<file path="src/pgr_pkg.sv">
// Constants shared by the pin and regulator control block
package pgr_pkg;
  // ***************************************************
  // Clock and timing
  // ***************************************************
  localparam int CLK_HZ = 25_000_000;
  localparam int FAULT_TIME_MS = 100;
  localparam int FAULT_CYC = FAULT_TIME_MS * (CLK_HZ / 1000);
  localparam int DEB_TICK_US = 1000;
  localparam int DEB_TICK_CYC = DEB_TICK_US * (CLK_HZ / 1_000_000);
  // ***************************************************
  // Sizes
  // ***************************************************
  localparam int NPIN = 5;
  localparam int NREG = 7;
  localparam int CFG_W = 12;
  // ***************************************************
  // Register byte offsets
  // ***************************************************
  localparam logic [7:0] OFS_PIN_CFG0 = 8'h00;
  localparam logic [7:0] OFS_CTRL = 8'h14;
  localparam logic [7:0] OFS_ON_SEL = 8'h18;
  localparam logic [7:0] OFS_VOLT_SEL = 8'h1C;
  localparam logic [7:0] OFS_REG_CTRL = 8'h20;
  localparam logic [7:0] OFS_EVENT = 8'h24;
  localparam logic [7:0] OFS_IRQ_CFG = 8'h28;
  localparam logic [7:0] OFS_STATUS = 8'h2C;
  // ***************************************************
  // Pin configuration fields
  // ***************************************************
  localparam int CF_FUNC = 0;
  localparam int CF_LEVEL = 2;
  localparam int CF_POL = 3;
  localparam int CF_WEN = 4;
  localparam int CF_WSENSE = 5;
  localparam int CF_PULL = 6;
  localparam int CF_SRC = 8;
  localparam int CF_FWD = 10;
  localparam logic [CFG_W-1:0] CFG_RST = 12'h000;
  localparam logic [1:0] FN_ALT = 2'h0;
  localparam logic [1:0] FN_GPI = 2'h1;
  localparam logic [1:0] FN_OD = 2'h2;
  localparam logic [1:0] FN_PP = 2'h3;
  localparam logic [1:0] SRC_LEVEL = 2'h0;
  localparam logic [1:0] SRC_FWD = 2'h1;
  localparam logic [1:0] SRC_SEQ = 2'h2;
  localparam logic [1:0] SRC_FAULT = 2'h3;
  localparam logic [NPIN-1:0] FWD_PINS = 5'h0B;
  // ***************************************************
  // Other register fields and resets
  // ***************************************************
  localparam int CT_INOFF = 0;
  localparam int CT_DEB = 8;
  localparam logic [15:0] CTRL_RST = 16'h0A00;
  localparam int RC_AB = 8;
  localparam int RC_SLA = 16;
  localparam int RC_SLB = 24;
  localparam int IC_POL = 8;
  localparam logic [8:0] IRQ_CFG_RST = 9'h01F;
  localparam logic [1:0] RESP_OKAY = 2'h0;
  localparam logic [1:0] RESP_SLVERR = 2'h2;
endpackage

</file>
<file path="src/pgr_debounce.sv">
// Stable-level filter for one input pin
`timescale 1ns/1ns
`default_nettype none
module pgr_debounce
  import pgr_pkg::*;
(
  // Clock and reset
  input wire logic mclk_i,
  input wire logic reset_i,
  // Control
  input wire logic tick_i,
  input wire logic deb_en_i,
  input wire logic [7:0] limit_i,
  // Data
  input wire logic raw_i,
  output logic filt_o
);
  logic [7:0] cnt_ff;

  // New level passes after limit_i full tick periods of stability
  always_ff @(posedge mclk_i) begin
    if (reset_i) begin
      filt_o <= 1'b0;
      cnt_ff <= 8'h00;
    end else if (!deb_en_i) begin
      filt_o <= raw_i;
      cnt_ff <= 8'h00;
    end else if (raw_i == filt_o) begin
      cnt_ff <= 8'h00;
    end else if (tick_i) begin
      if (cnt_ff >= limit_i) begin
        filt_o <= raw_i;
        cnt_ff <= 8'h00;
      end else begin
        cnt_ff <= cnt_ff + 8'h01;
      end
    end
  end
endmodule
`default_nettype wire

</file>
<file path="src/pgr_gpio.sv">
// Five-pin GPIO unit with regulator control, AXI4-Lite registers
// ***************************************************
// What this block does
// - Function field picks alternate, general input, open-drain or push-pull output.
// - Level bit turns debounce on; polarity bit picks active low or high.
// - Active edge on a general input raises its input event.
// - General-input wakeup only with wake enable; sense bit picks edge or level wakeup.
// - Pull bit on a general input applies internal pull-down.
// - Outside powerdown and active: no detection, all pins open-drain high-impedance.
// - In powerdown, input-off control disables all general inputs.
// - Pins 1 to 3 as general inputs drive regulators through per-function selectors.
// - One pin may drive many regulators; selected function ignores sequencer, not writes.
// - Enable bit set on passive-to-active edge, cleared on active-to-passive edge.
// - A/B choice bit set on passive-to-active edge, cleared on the reverse.
// - Pin 3 gives the sequencer wait-step edge chosen by its polarity.
// - Output level bit sets the driven level; pull bit enables open-drain pull-up.
// - Source selector zero uses level bit; else forwarding, sequencer or supply fault.
// - Supply-fault flag rises after supply stays low longer than 100 ms.
// - Level bit inverts the supply-fault output; driver type and pull-up still apply.
// - Alternate inputs on pins 0, 2, 4: events only from pin 4; debounce optional.
// - Pin 4 system-on input: assert gives event and wakeup, release starts powerdown.
// - Pin 2 power-on input sets power-on bit; wakeup on assert if enabled.
// - Pin 0 kick clears watchdog on rising edge, holds it while asserted.
// - Debounced pins 0 to 3 can be forwarded to output pins 0, 1, 3.
// - Active A or B setting with its sleep bit set forces regulator sleep.
// - Interrupt asserts at its polarity while any unmasked event stays pending.
// ***************************************************
//
// Chosen here: the AXI4-Lite interface to the registers and the address map.
`timescale 1ns/1ns
`default_nettype none
module pgr_gpio
  import pgr_pkg::*;
#(
  parameter int FAULT_CYCLES = FAULT_CYC,
  parameter int DEB_TICK_CYCLES = DEB_TICK_CYC
) (
  // Clock and reset
  input wire logic mclk_i,
  input wire logic reset_i,
  // AXI4-Lite slave
  input wire logic s_axi_awvalid_i,
  output logic s_axi_awready_o,
  input wire logic [7:0] s_axi_awaddr_i,
  input wire logic s_axi_wvalid_i,
  output logic s_axi_wready_o,
  input wire logic [31:0] s_axi_wdata_i,
  input wire logic [3:0] s_axi_wstrb_i,
  output logic s_axi_bvalid_o,
  input wire logic s_axi_bready_i,
  output logic [1:0] s_axi_bresp_o,
  input wire logic s_axi_arvalid_i,
  output logic s_axi_arready_o,
  input wire logic [7:0] s_axi_araddr_i,
  output logic s_axi_rvalid_o,
  input wire logic s_axi_rready_i,
  output logic [31:0] s_axi_rdata_o,
  output logic [1:0] s_axi_rresp_o,
  // Pins
  input wire logic [NPIN-1:0] pin_in_i,
  output logic [NPIN-1:0] pin_out_o,
  output logic [NPIN-1:0] pin_oe_n_o,
  output logic [NPIN-1:0] pin_pull_up_o,
  output logic [NPIN-1:0] pin_pull_down_o,
  // Power mode, supply monitor and sequencer
  input wire logic powerdown_mode_i,
  input wire logic active_mode_i,
  input wire logic supply_below_i,
  input wire logic [NPIN-1:0] seq_out_i,
  input wire logic [NREG-1:0] seq_on_wr_i,
  input wire logic [NREG-1:0] seq_on_val_i,
  input wire logic [NREG-1:0] seq_ab_wr_i,
  input wire logic [NREG-1:0] seq_ab_val_i,
  // System side
  output logic interrupt_output_o,
  output logic wakeup_o,
  output logic system_on_o,
  output logic power_on_o,
  output logic powerdown_start_o,
  output logic wdog_clear_o,
  output logic wdog_hold_o,
  output logic wait_step_o,
  output logic supply_low_flag_o,
  // Regulators
  output logic [NREG-1:0] reg_on_o,
  output logic [NREG-1:0] reg_ab_o,
  output logic [NREG-1:0] reg_sleep_o
);
  localparam int FC_W = $clog2(FAULT_CYCLES + 1);
  localparam int DT_W = $clog2(DEB_TICK_CYCLES);
  localparam int FAULT_LIM = FAULT_CYCLES;

  function automatic logic [31:0] strb_mask(input logic [3:0] s);
    return {{8{s[3]}}, {8{s[2]}}, {8{s[1]}}, {8{s[0]}}};
  endfunction

  function automatic logic [1:0] fld2(input logic [2*NREG-1:0] v, input int r);
    return v[2*r +: 2];
  endfunction

  logic [CFG_W-1:0] cfg_ff [NPIN];
  logic [15:0] ctrl_ff;
  logic [2*NREG-1:0] on_sel_ff, volt_sel_ff;
  logic [NREG-1:0] sla_ff, slb_ff;
  logic [NPIN-1:0] event_ff;
  logic [8:0] irq_cfg_ff;
  logic aw_ff, w_ff;
  logic [7:0] awaddr_ff;
  logic [31:0] wdata_ff, wmask_ff;
  logic do_wr;
  logic [31:0] rd_data;
  logic rd_hit;
  logic [NPIN-1:0] filt, act, act_q_ff, rise, fall, gpi_live, alt_live, ev_set;
  logic live, in_off;
  logic [3:0] ctl_rise, ctl_fall;
  logic [FC_W-1:0] fault_cnt_ff;
  logic [DT_W-1:0] tick_cnt_ff;
  logic tick;

  // ***************************************************
  // AXI4-Lite slave
  // ***************************************************
  assign s_axi_awready_o = !aw_ff;
  assign s_axi_wready_o = !w_ff;
  assign s_axi_arready_o = !s_axi_rvalid_o;
  assign do_wr = aw_ff && w_ff && !s_axi_bvalid_o;

  always_ff @(posedge mclk_i) begin
    if (reset_i) begin
      aw_ff <= 1'b0;
      w_ff <= 1'b0;
      awaddr_ff <= 8'h00;
      wdata_ff <= 32'h0000_0000;
      wmask_ff <= 32'h0000_0000;
      s_axi_bvalid_o <= 1'b0;
      s_axi_bresp_o <= RESP_OKAY;
    end else begin
      if (s_axi_awvalid_i && !aw_ff) begin
        aw_ff <= 1'b1;
        awaddr_ff <= s_axi_awaddr_i;
      end
      if (s_axi_wvalid_i && !w_ff) begin
        w_ff <= 1'b1;
        wdata_ff <= s_axi_wdata_i;
        wmask_ff <= strb_mask(s_axi_wstrb_i);
      end
      if (do_wr) begin
        aw_ff <= 1'b0;
        w_ff <= 1'b0;
        s_axi_bvalid_o <= 1'b1;
        s_axi_bresp_o <= (awaddr_ff <= OFS_IRQ_CFG && awaddr_ff[1:0] == 2'h0) ?
                         RESP_OKAY : RESP_SLVERR;
      end else if (s_axi_bready_i) begin
        s_axi_bvalid_o <= 1'b0;
      end
    end
  end

  always_comb begin
    rd_data = 32'h0000_0000;
    rd_hit = 1'b1;
    case (s_axi_araddr_i)
      OFS_CTRL: rd_data = {16'h0000, ctrl_ff};
      OFS_ON_SEL: rd_data = {18'h00000, on_sel_ff};
      OFS_VOLT_SEL: rd_data = {18'h00000, volt_sel_ff};
      OFS_REG_CTRL: rd_data = {1'b0, slb_ff, 1'b0, sla_ff, 1'b0, reg_ab_o, 1'b0, reg_on_o};
      OFS_EVENT: rd_data = {27'h0000000, event_ff};
      OFS_IRQ_CFG: rd_data = {23'h000000, irq_cfg_ff};
      OFS_STATUS: rd_data = {16'h0000, 5'h00, supply_low_flag_o, power_on_o, system_on_o,
                             3'h0, filt};
      default: begin
        rd_hit = 1'b0;
        for (int i = 0; i < NPIN; i++) begin
          if (s_axi_araddr_i == OFS_PIN_CFG0 + 8'(4 * i)) begin
            rd_data = {20'h00000, cfg_ff[i]};
            rd_hit = 1'b1;
          end
        end
      end
    endcase
  end

  always_ff @(posedge mclk_i) begin
    if (reset_i) begin
      s_axi_rvalid_o <= 1'b0;
      s_axi_rdata_o <= 32'h0000_0000;
      s_axi_rresp_o <= RESP_OKAY;
    end else if (s_axi_arvalid_i && !s_axi_rvalid_o) begin
      s_axi_rvalid_o <= 1'b1;
      s_axi_rdata_o <= rd_data;
      s_axi_rresp_o <= rd_hit ? RESP_OKAY : RESP_SLVERR;
    end else if (s_axi_rready_i) begin
      s_axi_rvalid_o <= 1'b0;
    end
  end

  // ***************************************************
  // Configuration registers
  // ***************************************************
  always_ff @(posedge mclk_i) begin
    if (reset_i) begin
      ctrl_ff <= CTRL_RST;
      on_sel_ff <= '0;
      volt_sel_ff <= '0;
      sla_ff <= '0;
      slb_ff <= '0;
      irq_cfg_ff <= IRQ_CFG_RST;
    end else if (do_wr) begin
      if (awaddr_ff == OFS_CTRL)
        ctrl_ff <= (ctrl_ff & ~wmask_ff[15:0]) | (wdata_ff[15:0] & wmask_ff[15:0]);
      if (awaddr_ff == OFS_ON_SEL)
        on_sel_ff <= (on_sel_ff & ~wmask_ff[13:0]) | (wdata_ff[13:0] & wmask_ff[13:0]);
      if (awaddr_ff == OFS_VOLT_SEL)
        volt_sel_ff <= (volt_sel_ff & ~wmask_ff[13:0]) | (wdata_ff[13:0] & wmask_ff[13:0]);
      if (awaddr_ff == OFS_REG_CTRL && wmask_ff[RC_SLA])
        sla_ff <= wdata_ff[RC_SLA +: NREG];
      if (awaddr_ff == OFS_REG_CTRL && wmask_ff[RC_SLB])
        slb_ff <= wdata_ff[RC_SLB +: NREG];
      if (awaddr_ff == OFS_IRQ_CFG)
        irq_cfg_ff <= (irq_cfg_ff & ~wmask_ff[8:0]) | (wdata_ff[8:0] & wmask_ff[8:0]);
    end
  end

  // ***************************************************
  // Debounce tick and supply fault timer
  // ***************************************************
  assign tick = (tick_cnt_ff == DT_W'(DEB_TICK_CYCLES - 1));

  always_ff @(posedge mclk_i) begin
    if (reset_i || tick)
      tick_cnt_ff <= '0;
    else
      tick_cnt_ff <= tick_cnt_ff + 1'b1;
  end

  always_ff @(posedge mclk_i) begin
    if (reset_i || !supply_below_i) begin
      fault_cnt_ff <= '0;
      supply_low_flag_o <= 1'b0;
    end else if (fault_cnt_ff == FC_W'(FAULT_CYCLES)) begin
      supply_low_flag_o <= 1'b1;
    end else begin
      fault_cnt_ff <= fault_cnt_ff + 1'b1;
    end
  end

  // ***************************************************
  // Per-pin input path and output driver
  // ***************************************************
  assign live = powerdown_mode_i || active_mode_i;
  assign in_off = powerdown_mode_i && !active_mode_i && ctrl_ff[CT_INOFF];

  for (genvar x = 0; x < NPIN; x++) begin : g_pin
    logic [1:0] fn, src;
    logic lvl, val;
    assign fn = cfg_ff[x][CF_FUNC +: 2];
    assign src = cfg_ff[x][CF_SRC +: 2];
    assign lvl = cfg_ff[x][CF_LEVEL];

    always_ff @(posedge mclk_i) begin
      if (reset_i)
        cfg_ff[x] <= CFG_RST;
      else if (do_wr && awaddr_ff == OFS_PIN_CFG0 + 8'(4 * x))
        cfg_ff[x] <= (cfg_ff[x] & ~wmask_ff[CFG_W-1:0]) | (wdata_ff[CFG_W-1:0] & wmask_ff[CFG_W-1:0]);
    end

    pgr_debounce u_deb (
      .mclk_i(mclk_i),
      .reset_i(reset_i),
      .tick_i(tick),
      .deb_en_i(lvl && fn <= FN_GPI),
      .limit_i(ctrl_ff[CT_DEB +: 8]),
      .raw_i(pin_in_i[x]),
      .filt_o(filt[x])
    );

    assign act[x] = cfg_ff[x][CF_POL] ? filt[x] : !filt[x];
    assign rise[x] = act[x] && !act_q_ff[x];
    assign fall[x] = !act[x] && act_q_ff[x];
    assign gpi_live[x] = (fn == FN_GPI) && live && !in_off;
    assign alt_live[x] = (fn == FN_ALT) && live;

    always_comb begin
      unique case (src)
        SRC_LEVEL: val = lvl;
        SRC_FWD: val = FWD_PINS[x] ? filt[cfg_ff[x][CF_FWD +: 2]] : lvl;
        SRC_SEQ: val = seq_out_i[x];
        SRC_FAULT: val = supply_low_flag_o ^ lvl;
      endcase
    end

    always_ff @(posedge mclk_i) begin
      if (reset_i) begin
        // Reset config (active low, filter at 0) reads active: no false edge
        act_q_ff[x] <= 1'b1;
        pin_out_o[x] <= 1'b0;
        pin_oe_n_o[x] <= 1'b1;
        pin_pull_up_o[x] <= 1'b0;
        pin_pull_down_o[x] <= 1'b0;
      end else begin
        act_q_ff[x] <= act[x];
        pin_pull_up_o[x] <= (fn == FN_OD) && cfg_ff[x][CF_PULL];
        pin_pull_down_o[x] <= (fn == FN_GPI) && cfg_ff[x][CF_PULL];
        pin_out_o[x] <= live && (fn == FN_PP) && val;
        pin_oe_n_o[x] <= !live || (fn == FN_ALT) || (fn == FN_GPI) ||
                         ((fn == FN_OD) && val);
      end
    end
  end

  // ***************************************************
  // Events, wakeup, interrupt and alternate functions
  // ***************************************************
  always_comb begin
    ev_set = gpi_live & rise;
    ev_set[4] = ev_set[4] || (alt_live[4] && rise[4]);
  end

  always_ff @(posedge mclk_i) begin
    if (reset_i) begin
      event_ff <= '0;
      interrupt_output_o <= 1'b1;
      wakeup_o <= 1'b0;
    end else begin
      event_ff <= (event_ff & ~((do_wr && awaddr_ff == OFS_EVENT) ?
                   wdata_ff[NPIN-1:0] & wmask_ff[NPIN-1:0] : '0)) | ev_set;
      interrupt_output_o <= (|(event_ff & ~irq_cfg_ff[NPIN-1:0])) ~^
                            irq_cfg_ff[IC_POL];
      wakeup_o <= 1'b0;
      for (int i = 0; i < NPIN; i++) begin
        if (gpi_live[i] && cfg_ff[i][CF_WEN] && (cfg_ff[i][CF_WSENSE] ? act[i] : rise[i]))
          wakeup_o <= 1'b1;
      end
      if ((alt_live[4] && rise[4]) || (alt_live[2] && rise[2] && cfg_ff[2][CF_WEN]))
        wakeup_o <= 1'b1;
    end
  end

  always_ff @(posedge mclk_i) begin
    if (reset_i) begin
      system_on_o <= 1'b0;
      power_on_o <= 1'b0;
      powerdown_start_o <= 1'b0;
      wdog_clear_o <= 1'b0;
      wdog_hold_o <= 1'b0;
      wait_step_o <= 1'b0;
    end else begin
      if (alt_live[4] && (rise[4] || fall[4]))
        system_on_o <= rise[4];
      powerdown_start_o <= alt_live[4] && fall[4];
      if (alt_live[2] && (rise[2] || fall[2]))
        power_on_o <= rise[2];
      wdog_clear_o <= alt_live[0] && rise[0];
      wdog_hold_o <= alt_live[0] && act[0];
      wait_step_o <= gpi_live[3] && rise[3];
    end
  end

  // ***************************************************
  // Regulator enable and A/B selection
  // ***************************************************
  assign ctl_rise = {gpi_live[3:1] & rise[3:1], 1'b0};
  assign ctl_fall = {gpi_live[3:1] & fall[3:1], 1'b0};
  assign reg_sleep_o = (reg_ab_o & slb_ff) | (~reg_ab_o & sla_ff);

  for (genvar r = 0; r < NREG; r++) begin : g_reg
    logic [1:0] os, vs;
    assign os = fld2(on_sel_ff, r);
    assign vs = fld2(volt_sel_ff, r);

    always_ff @(posedge mclk_i) begin
      if (reset_i) begin
        reg_on_o[r] <= 1'b0;
        reg_ab_o[r] <= 1'b0;
      end else begin
        if (ctl_rise[os] || ctl_fall[os])
          reg_on_o[r] <= ctl_rise[os];
        else if (do_wr && awaddr_ff == OFS_REG_CTRL && wmask_ff[0])
          reg_on_o[r] <= wdata_ff[r];
        else if (seq_on_wr_i[r] && os == 2'h0)
          reg_on_o[r] <= seq_on_val_i[r];
        if (ctl_rise[vs] || ctl_fall[vs])
          reg_ab_o[r] <= ctl_rise[vs];
        else if (do_wr && awaddr_ff == OFS_REG_CTRL && wmask_ff[RC_AB])
          reg_ab_o[r] <= wdata_ff[RC_AB + r];
        else if (seq_ab_wr_i[r] && vs == 2'h0)
          reg_ab_o[r] <= seq_ab_val_i[r];
      end
    end
  end

  // ***************************************************
  // Checks
  // ***************************************************
  AST_HIZ: assert property (@(posedge mclk_i) disable iff (reset_i)
    !live |=> (pin_oe_n_o == '1) && (pin_out_o == '0))
    else $error("pins driven outside operating modes");
  AST_PP: assert property (@(posedge mclk_i) disable iff (reset_i)
    live && cfg_ff[3][1:0] == FN_PP && cfg_ff[3][CF_SRC +: 2] == SRC_LEVEL
    |=> !pin_oe_n_o[3] && pin_out_o[3] == $past(cfg_ff[3][CF_LEVEL]))
    else $error("push-pull level wrong");
  AST_EVENT: assert property (@(posedge mclk_i) disable iff (reset_i)
    |ev_set |=> (event_ff & $past(ev_set)) == $past(ev_set))
    else $error("input event lost");
  AST_IRQ: assert property (@(posedge mclk_i) disable iff (reset_i)
    |(event_ff & ~irq_cfg_ff[NPIN-1:0]) ##1 $stable(irq_cfg_ff[IC_POL])
    |-> interrupt_output_o == irq_cfg_ff[IC_POL])
    else $error("interrupt not asserted");
  AST_INOFF: assert property (@(posedge mclk_i) disable iff (reset_i)
    in_off |=> !wait_step_o && (reg_on_o[0] == $past(reg_on_o[0]) ||
    $past(seq_on_wr_i[0]) || $past(do_wr)))
    else $error("general input active while disabled");
  AST_FAULT: assert property (@(posedge mclk_i) disable iff (reset_i)
    $rose(supply_low_flag_o) |-> $past(fault_cnt_ff) == FC_W'(FAULT_LIM) && supply_below_i
    ##0 $past(supply_below_i, 2))
    else $error("supply fault timing wrong");
  AST_SYSON: assert property (@(posedge mclk_i) disable iff (reset_i)
    alt_live[4] && rise[4] |=> system_on_o && wakeup_o && event_ff[4])
    else $error("system-on assertion not handled");
  AST_SYSOFF: assert property (@(posedge mclk_i) disable iff (reset_i)
    alt_live[4] && fall[4] |=> !system_on_o && powerdown_start_o ##1 !powerdown_start_o)
    else $error("system-on release not handled");
  AST_WDOG: assert property (@(posedge mclk_i) disable iff (reset_i)
    alt_live[0] && rise[0] |=> wdog_clear_o && wdog_hold_o ##1 !wdog_clear_o)
    else $error("watchdog kick not passed");
  AST_REGON: assert property (@(posedge mclk_i) disable iff (reset_i)
    on_sel_ff[1:0] != 2'h0 && ctl_rise[on_sel_ff[1:0]] |=> reg_on_o[0])
    else $error("regulator not enabled by pin");
endmodule
`default_nettype wire

</file>
<file path="config.mk">
export PLATFORM = sky130hd
export DESIGN_NAME = pgr_gpio
export DESIGN_NICKNAME = d
export VERILOG_FILES = /design/src/pgr_pkg.sv /design/src/pgr_debounce.sv /design/src/pgr_gpio.sv
export SDC_FILE = /design/constraint.sdc
export NUM_CORES = 1
export LEC_CHECK = 0
export BUFFER_PORTS_ARGS = -buffer_cell sky130_fd_sc_hd__buf_2
export CORE_MARGIN = 1.5
export CORE_UTILIZATION = 40
export CTS_CLUSTER_DIAMETER = 40
export CTS_CLUSTER_SIZE = 16
export DETAILED_ROUTE_END_ITERATION = 6
export SYNTH_ARGS = -nofsm -noshare
export SYNTH_HDL_FRONTEND = slang
export SYNTH_SLANG_ARGS = --single-unit
</file>
<file path="constraint.sdc">
create_clock -name mclk_i -period 3.1 [get_ports mclk_i]
set_input_delay 0.155 -clock mclk_i [delete_from_list [all_inputs] [get_ports mclk_i]]
set_output_delay 0.155 -clock mclk_i [all_outputs]
set_load 0.02 [all_outputs]
</file>
==> flow_summary.toml <==
[status]
status = "finished, final reports clean"

[cells_and_area]
final_layout_size_suffix_gt1_share_pct = 19.01
utilization_pct = 50.46
filler_cell_count = 3901
area_added_between_synthesis_and_finish_pct = 24.19
final_design_area_no_fill_sq_um = 21260
final_nets = 2274

[detailed_routing]
routed_wire_length_per_instance_microns = 20.32
final_antenna_net_count = 0
drt_first_iter_violations = 1218
drc_errors = 0
wl_mm = 55.13
detailedRoute.firstPassIterationCount = 5
vias = 15212
vias_per_cell = 5.607

[pwr]
power_density_nw_per_um2 = 574.0
fin_total_pwr_mw = 12.20
leakage_nw = 8.379
peak_ir_drop_on_the_vdd_network_mv = 0.4635

[worst_setup_path]
timing.critical_path.fanout_max = 12
arrival_ns = 3.00
worstPathRequired_ns = 3.53
timing.critical_path.to_type = "flip-flop"
worst-setup-path-type = "flip-flop to flip-flop"
setup.worst_path.start_class = "flip-flop"

[logic_synthesis]
ys_seq_area_share_pct = 43.27
syn_avg_cell_area_sq_um = 9.073
synth_top_area_share_pct = 32.74
flop_and_latch_count_out_of_synthesis = 340
synth_enable_flop_cells = 60
postSynthCellCount = 1887
synth.top_cells.by_count = "280 x sky130_fd_sc_hd__dfxtp_1, 193 x sky130_fd_sc_hd__nor2_1, 187 x sky130_fd_sc_hd__a21oi_1"
post_synth_instance_area_sq_um = 17120
yosysMostFrequentCell = "sky130_fd_sc_hd__dfxtp_1"
synth_top_cells_by_area = "sky130_fd_sc_hd__dfxtp_1 33%, sky130_fd_sc_hd__edfxtp_1 11%, sky130_fd_sc_hd__a21oi_1 5.5%"
synth-warning-count = 0
leading_area_contributor_after_synthesis = "sky130_fd_sc_hd__dfxtp_1"
yosys_most_used_dff = "sky130_fd_sc_hd__dfxtp_1"
netlist-cell-type-count = 75
synth_async_sr_flop_share_pct = 0

[sta]
worstMarginPinSlew_ns = 0.9853
setup_viol = 0
timing_max_transition_violations_final = 0
period_minus_slack_ns = 2.572
min_period_over_period_pct = 82.97
maxClockFrequency_mhz = 388.8
clock_skew_ns = 0.01965
setup_tns_after_final_layout_ns = 0
grt_setup_unrepaired = "no"
max_slew_margin_pct = 34.31
worst_path_setup_slack_after_routing_ns = 0.5279
final_hold_viols = 0

[floorplanning]
design.core.area_sq_um = 42130
floorplan.die.width_microns = 209.9
die_y_microns = 209.9
floorplan.die_area_sq_um = 44050
initial_core_util_pct = 40.63
i_o_pin_count = 191
row_count = 75

[place]
gp_congestion = 0.8816
half_perimeter_wire_length_of_the_detailed_placement_result_mm = 38.80
dp_worst_setup_slack_ns = 0.6758
portBuffers = 184
postPlaceCellArea_sq_um = 18580

[cts]
cts_sinks = 340
cts_repair_resize_count = 0
clk_path_buf_depth = 3
clk_pin_slew_worst_paths_ns = 0.05
insertion_delay_ns = 0.61
clock_tree.root_cell = "sky130_fd_sc_hd__clkbuf_16"
cts.htree.levels = 2
tritoncts = "yes"
tritoncts.num_buffers = 59

[grt]
vias_in_the_first_global_route = 14711
grt_max_degree = 161
gr-usage-all-layers_pct = 24.71
grt_antenna_before_repair = 2
grt_pass1_wl_mm = 84.62
grt_overflow_total = 0

[hold_path]
hold_class = "primary input to flip-flop"

[flow_run]
cap_violations = 0
layer usage:
metal	vias up	GRT usage, %	wire length, microns
li1	7249	-	-
met1	7301	33.18	24050
met2	566	39.40	25200
met3	94	5.282	4358
met4	2	8.484	1511
met5	-	0	10
where the power goes:
part	total (mW)	internal, mW	switching (mW)	leakage, nW
logic	0.833	0.352	0.481	4.51
clock network	6.60	4.13	2.47	0.976
registers	4.77	4.61	0.159	2.89
total	12.2	9.09	3.11	8.38
logic make-up (layout without fill, tap and decap cells):
| family | after synthesis | in the layout | synth area share [%] |
|---|---|---|---|
| xor gates and xnor gates | 74 | 74 | 3.786 |
| other | 1 | 5 | 0.02190 |
| buffers and inverters | 158 | 441 | 3.742 |
| adders and majority gates | 52 | 52 | 3.800 |
| AOI/OAI and AO/OA | 409 | 409 | 14.71 |
| muxes | 138 | 138 | 9.282 |
| DFF | 340 | 340 | 43.27 |
| and+or+nand+nor | 715 | 715 | 21.39 |
critical path, cell delays in order (launching register included):
cell	delay [ns]
sky130_fd_sc_hd__dfxtp_1	0.37
sky130_fd_sc_hd__and3b_1	0.44
sky130_fd_sc_hd__and2_0	0.59
sky130_fd_sc_hd__nand4b_1	0.66
sky130_fd_sc_hd__a21oi_1	0.32
metrics by stage:
step | std cells | hold WS, ns
final | 2713 | 0.01945
after global routing | 2712 | 0.03676
after CTS | 2712 | 0.0002033
after detailed placement | 2537 | 0.3534
after global placement | 2537 | 0.3424
after floorplan | 1890 | 0.2551
layout by cell type (no fill, tap or decap), types with 38 or more instances in the layout:
| cell type | n |
|---|---|
| sky130_fd_sc_hd__a21oi_1 | 187 |
| sky130_fd_sc_hd__buf_2 | 183 |
| sky130_fd_sc_hd__buf_4 | 38 |
| sky130_fd_sc_hd__clkbuf_16 | 61 |
| sky130_fd_sc_hd__dfxtp_1 | 280 |
| sky130_fd_sc_hd__dlygate4sd3_1 | 63 |
| sky130_fd_sc_hd__edfxtp_1 | 60 |
| sky130_fd_sc_hd__ha_1 | 52 |
| sky130_fd_sc_hd__inv_1 | 43 |
| sky130_fd_sc_hd__mux2i_1 | 89 |
| sky130_fd_sc_hd__nand2_1 | 183 |
| sky130_fd_sc_hd__nand2b_1 | 83 |
| sky130_fd_sc_hd__nand3_1 | 46 |
| sky130_fd_sc_hd__nor2_1 | 193 |
| sky130_fd_sc_hd__nor3b_1 | 43 |
| sky130_fd_sc_hd__o21ai_0 | 72 |
| sky130_fd_sc_hd__xnor2_1 | 38 |
final timing paths:
check / depth (start not counted) / end / slack, ns / start
hold / removal: 3 / s_axi_rresp_o[1] / 0.02 / s_axi_araddr_i[4]
setup reg to reg: 4 / cfg_ff[4][3] / 0.53 / w_ff
hold reg to reg: 1 / tick_cnt_ff[0] / 0.45 / tick_cnt_ff[0]
setup / recovery: 4 / cfg_ff[4][3] / 0.53 / w_ff
layout make-up:
type                            count  area [sq um]  area share, %
Multi-Input combinational cell   1392          9105          42.82
Sequential cell                   340          7407          34.84
Timing Repair Buffer              286          1863          8.762
Clock buffer                       64          1568          7.374
Tap cell                          539         674.4          3.172
Clock inverter                     48         480.5          2.260
Inverter                           43         161.4         0.7591
Antenna cell                        1         2.502        0.01177
timing repair:
item	in CTS	in global routing
hold buffers	63	0
endpoints found under the hold margin	58	0
buffers inserted	0	0
Note: power is estimated with default switching activity, not from simulation.
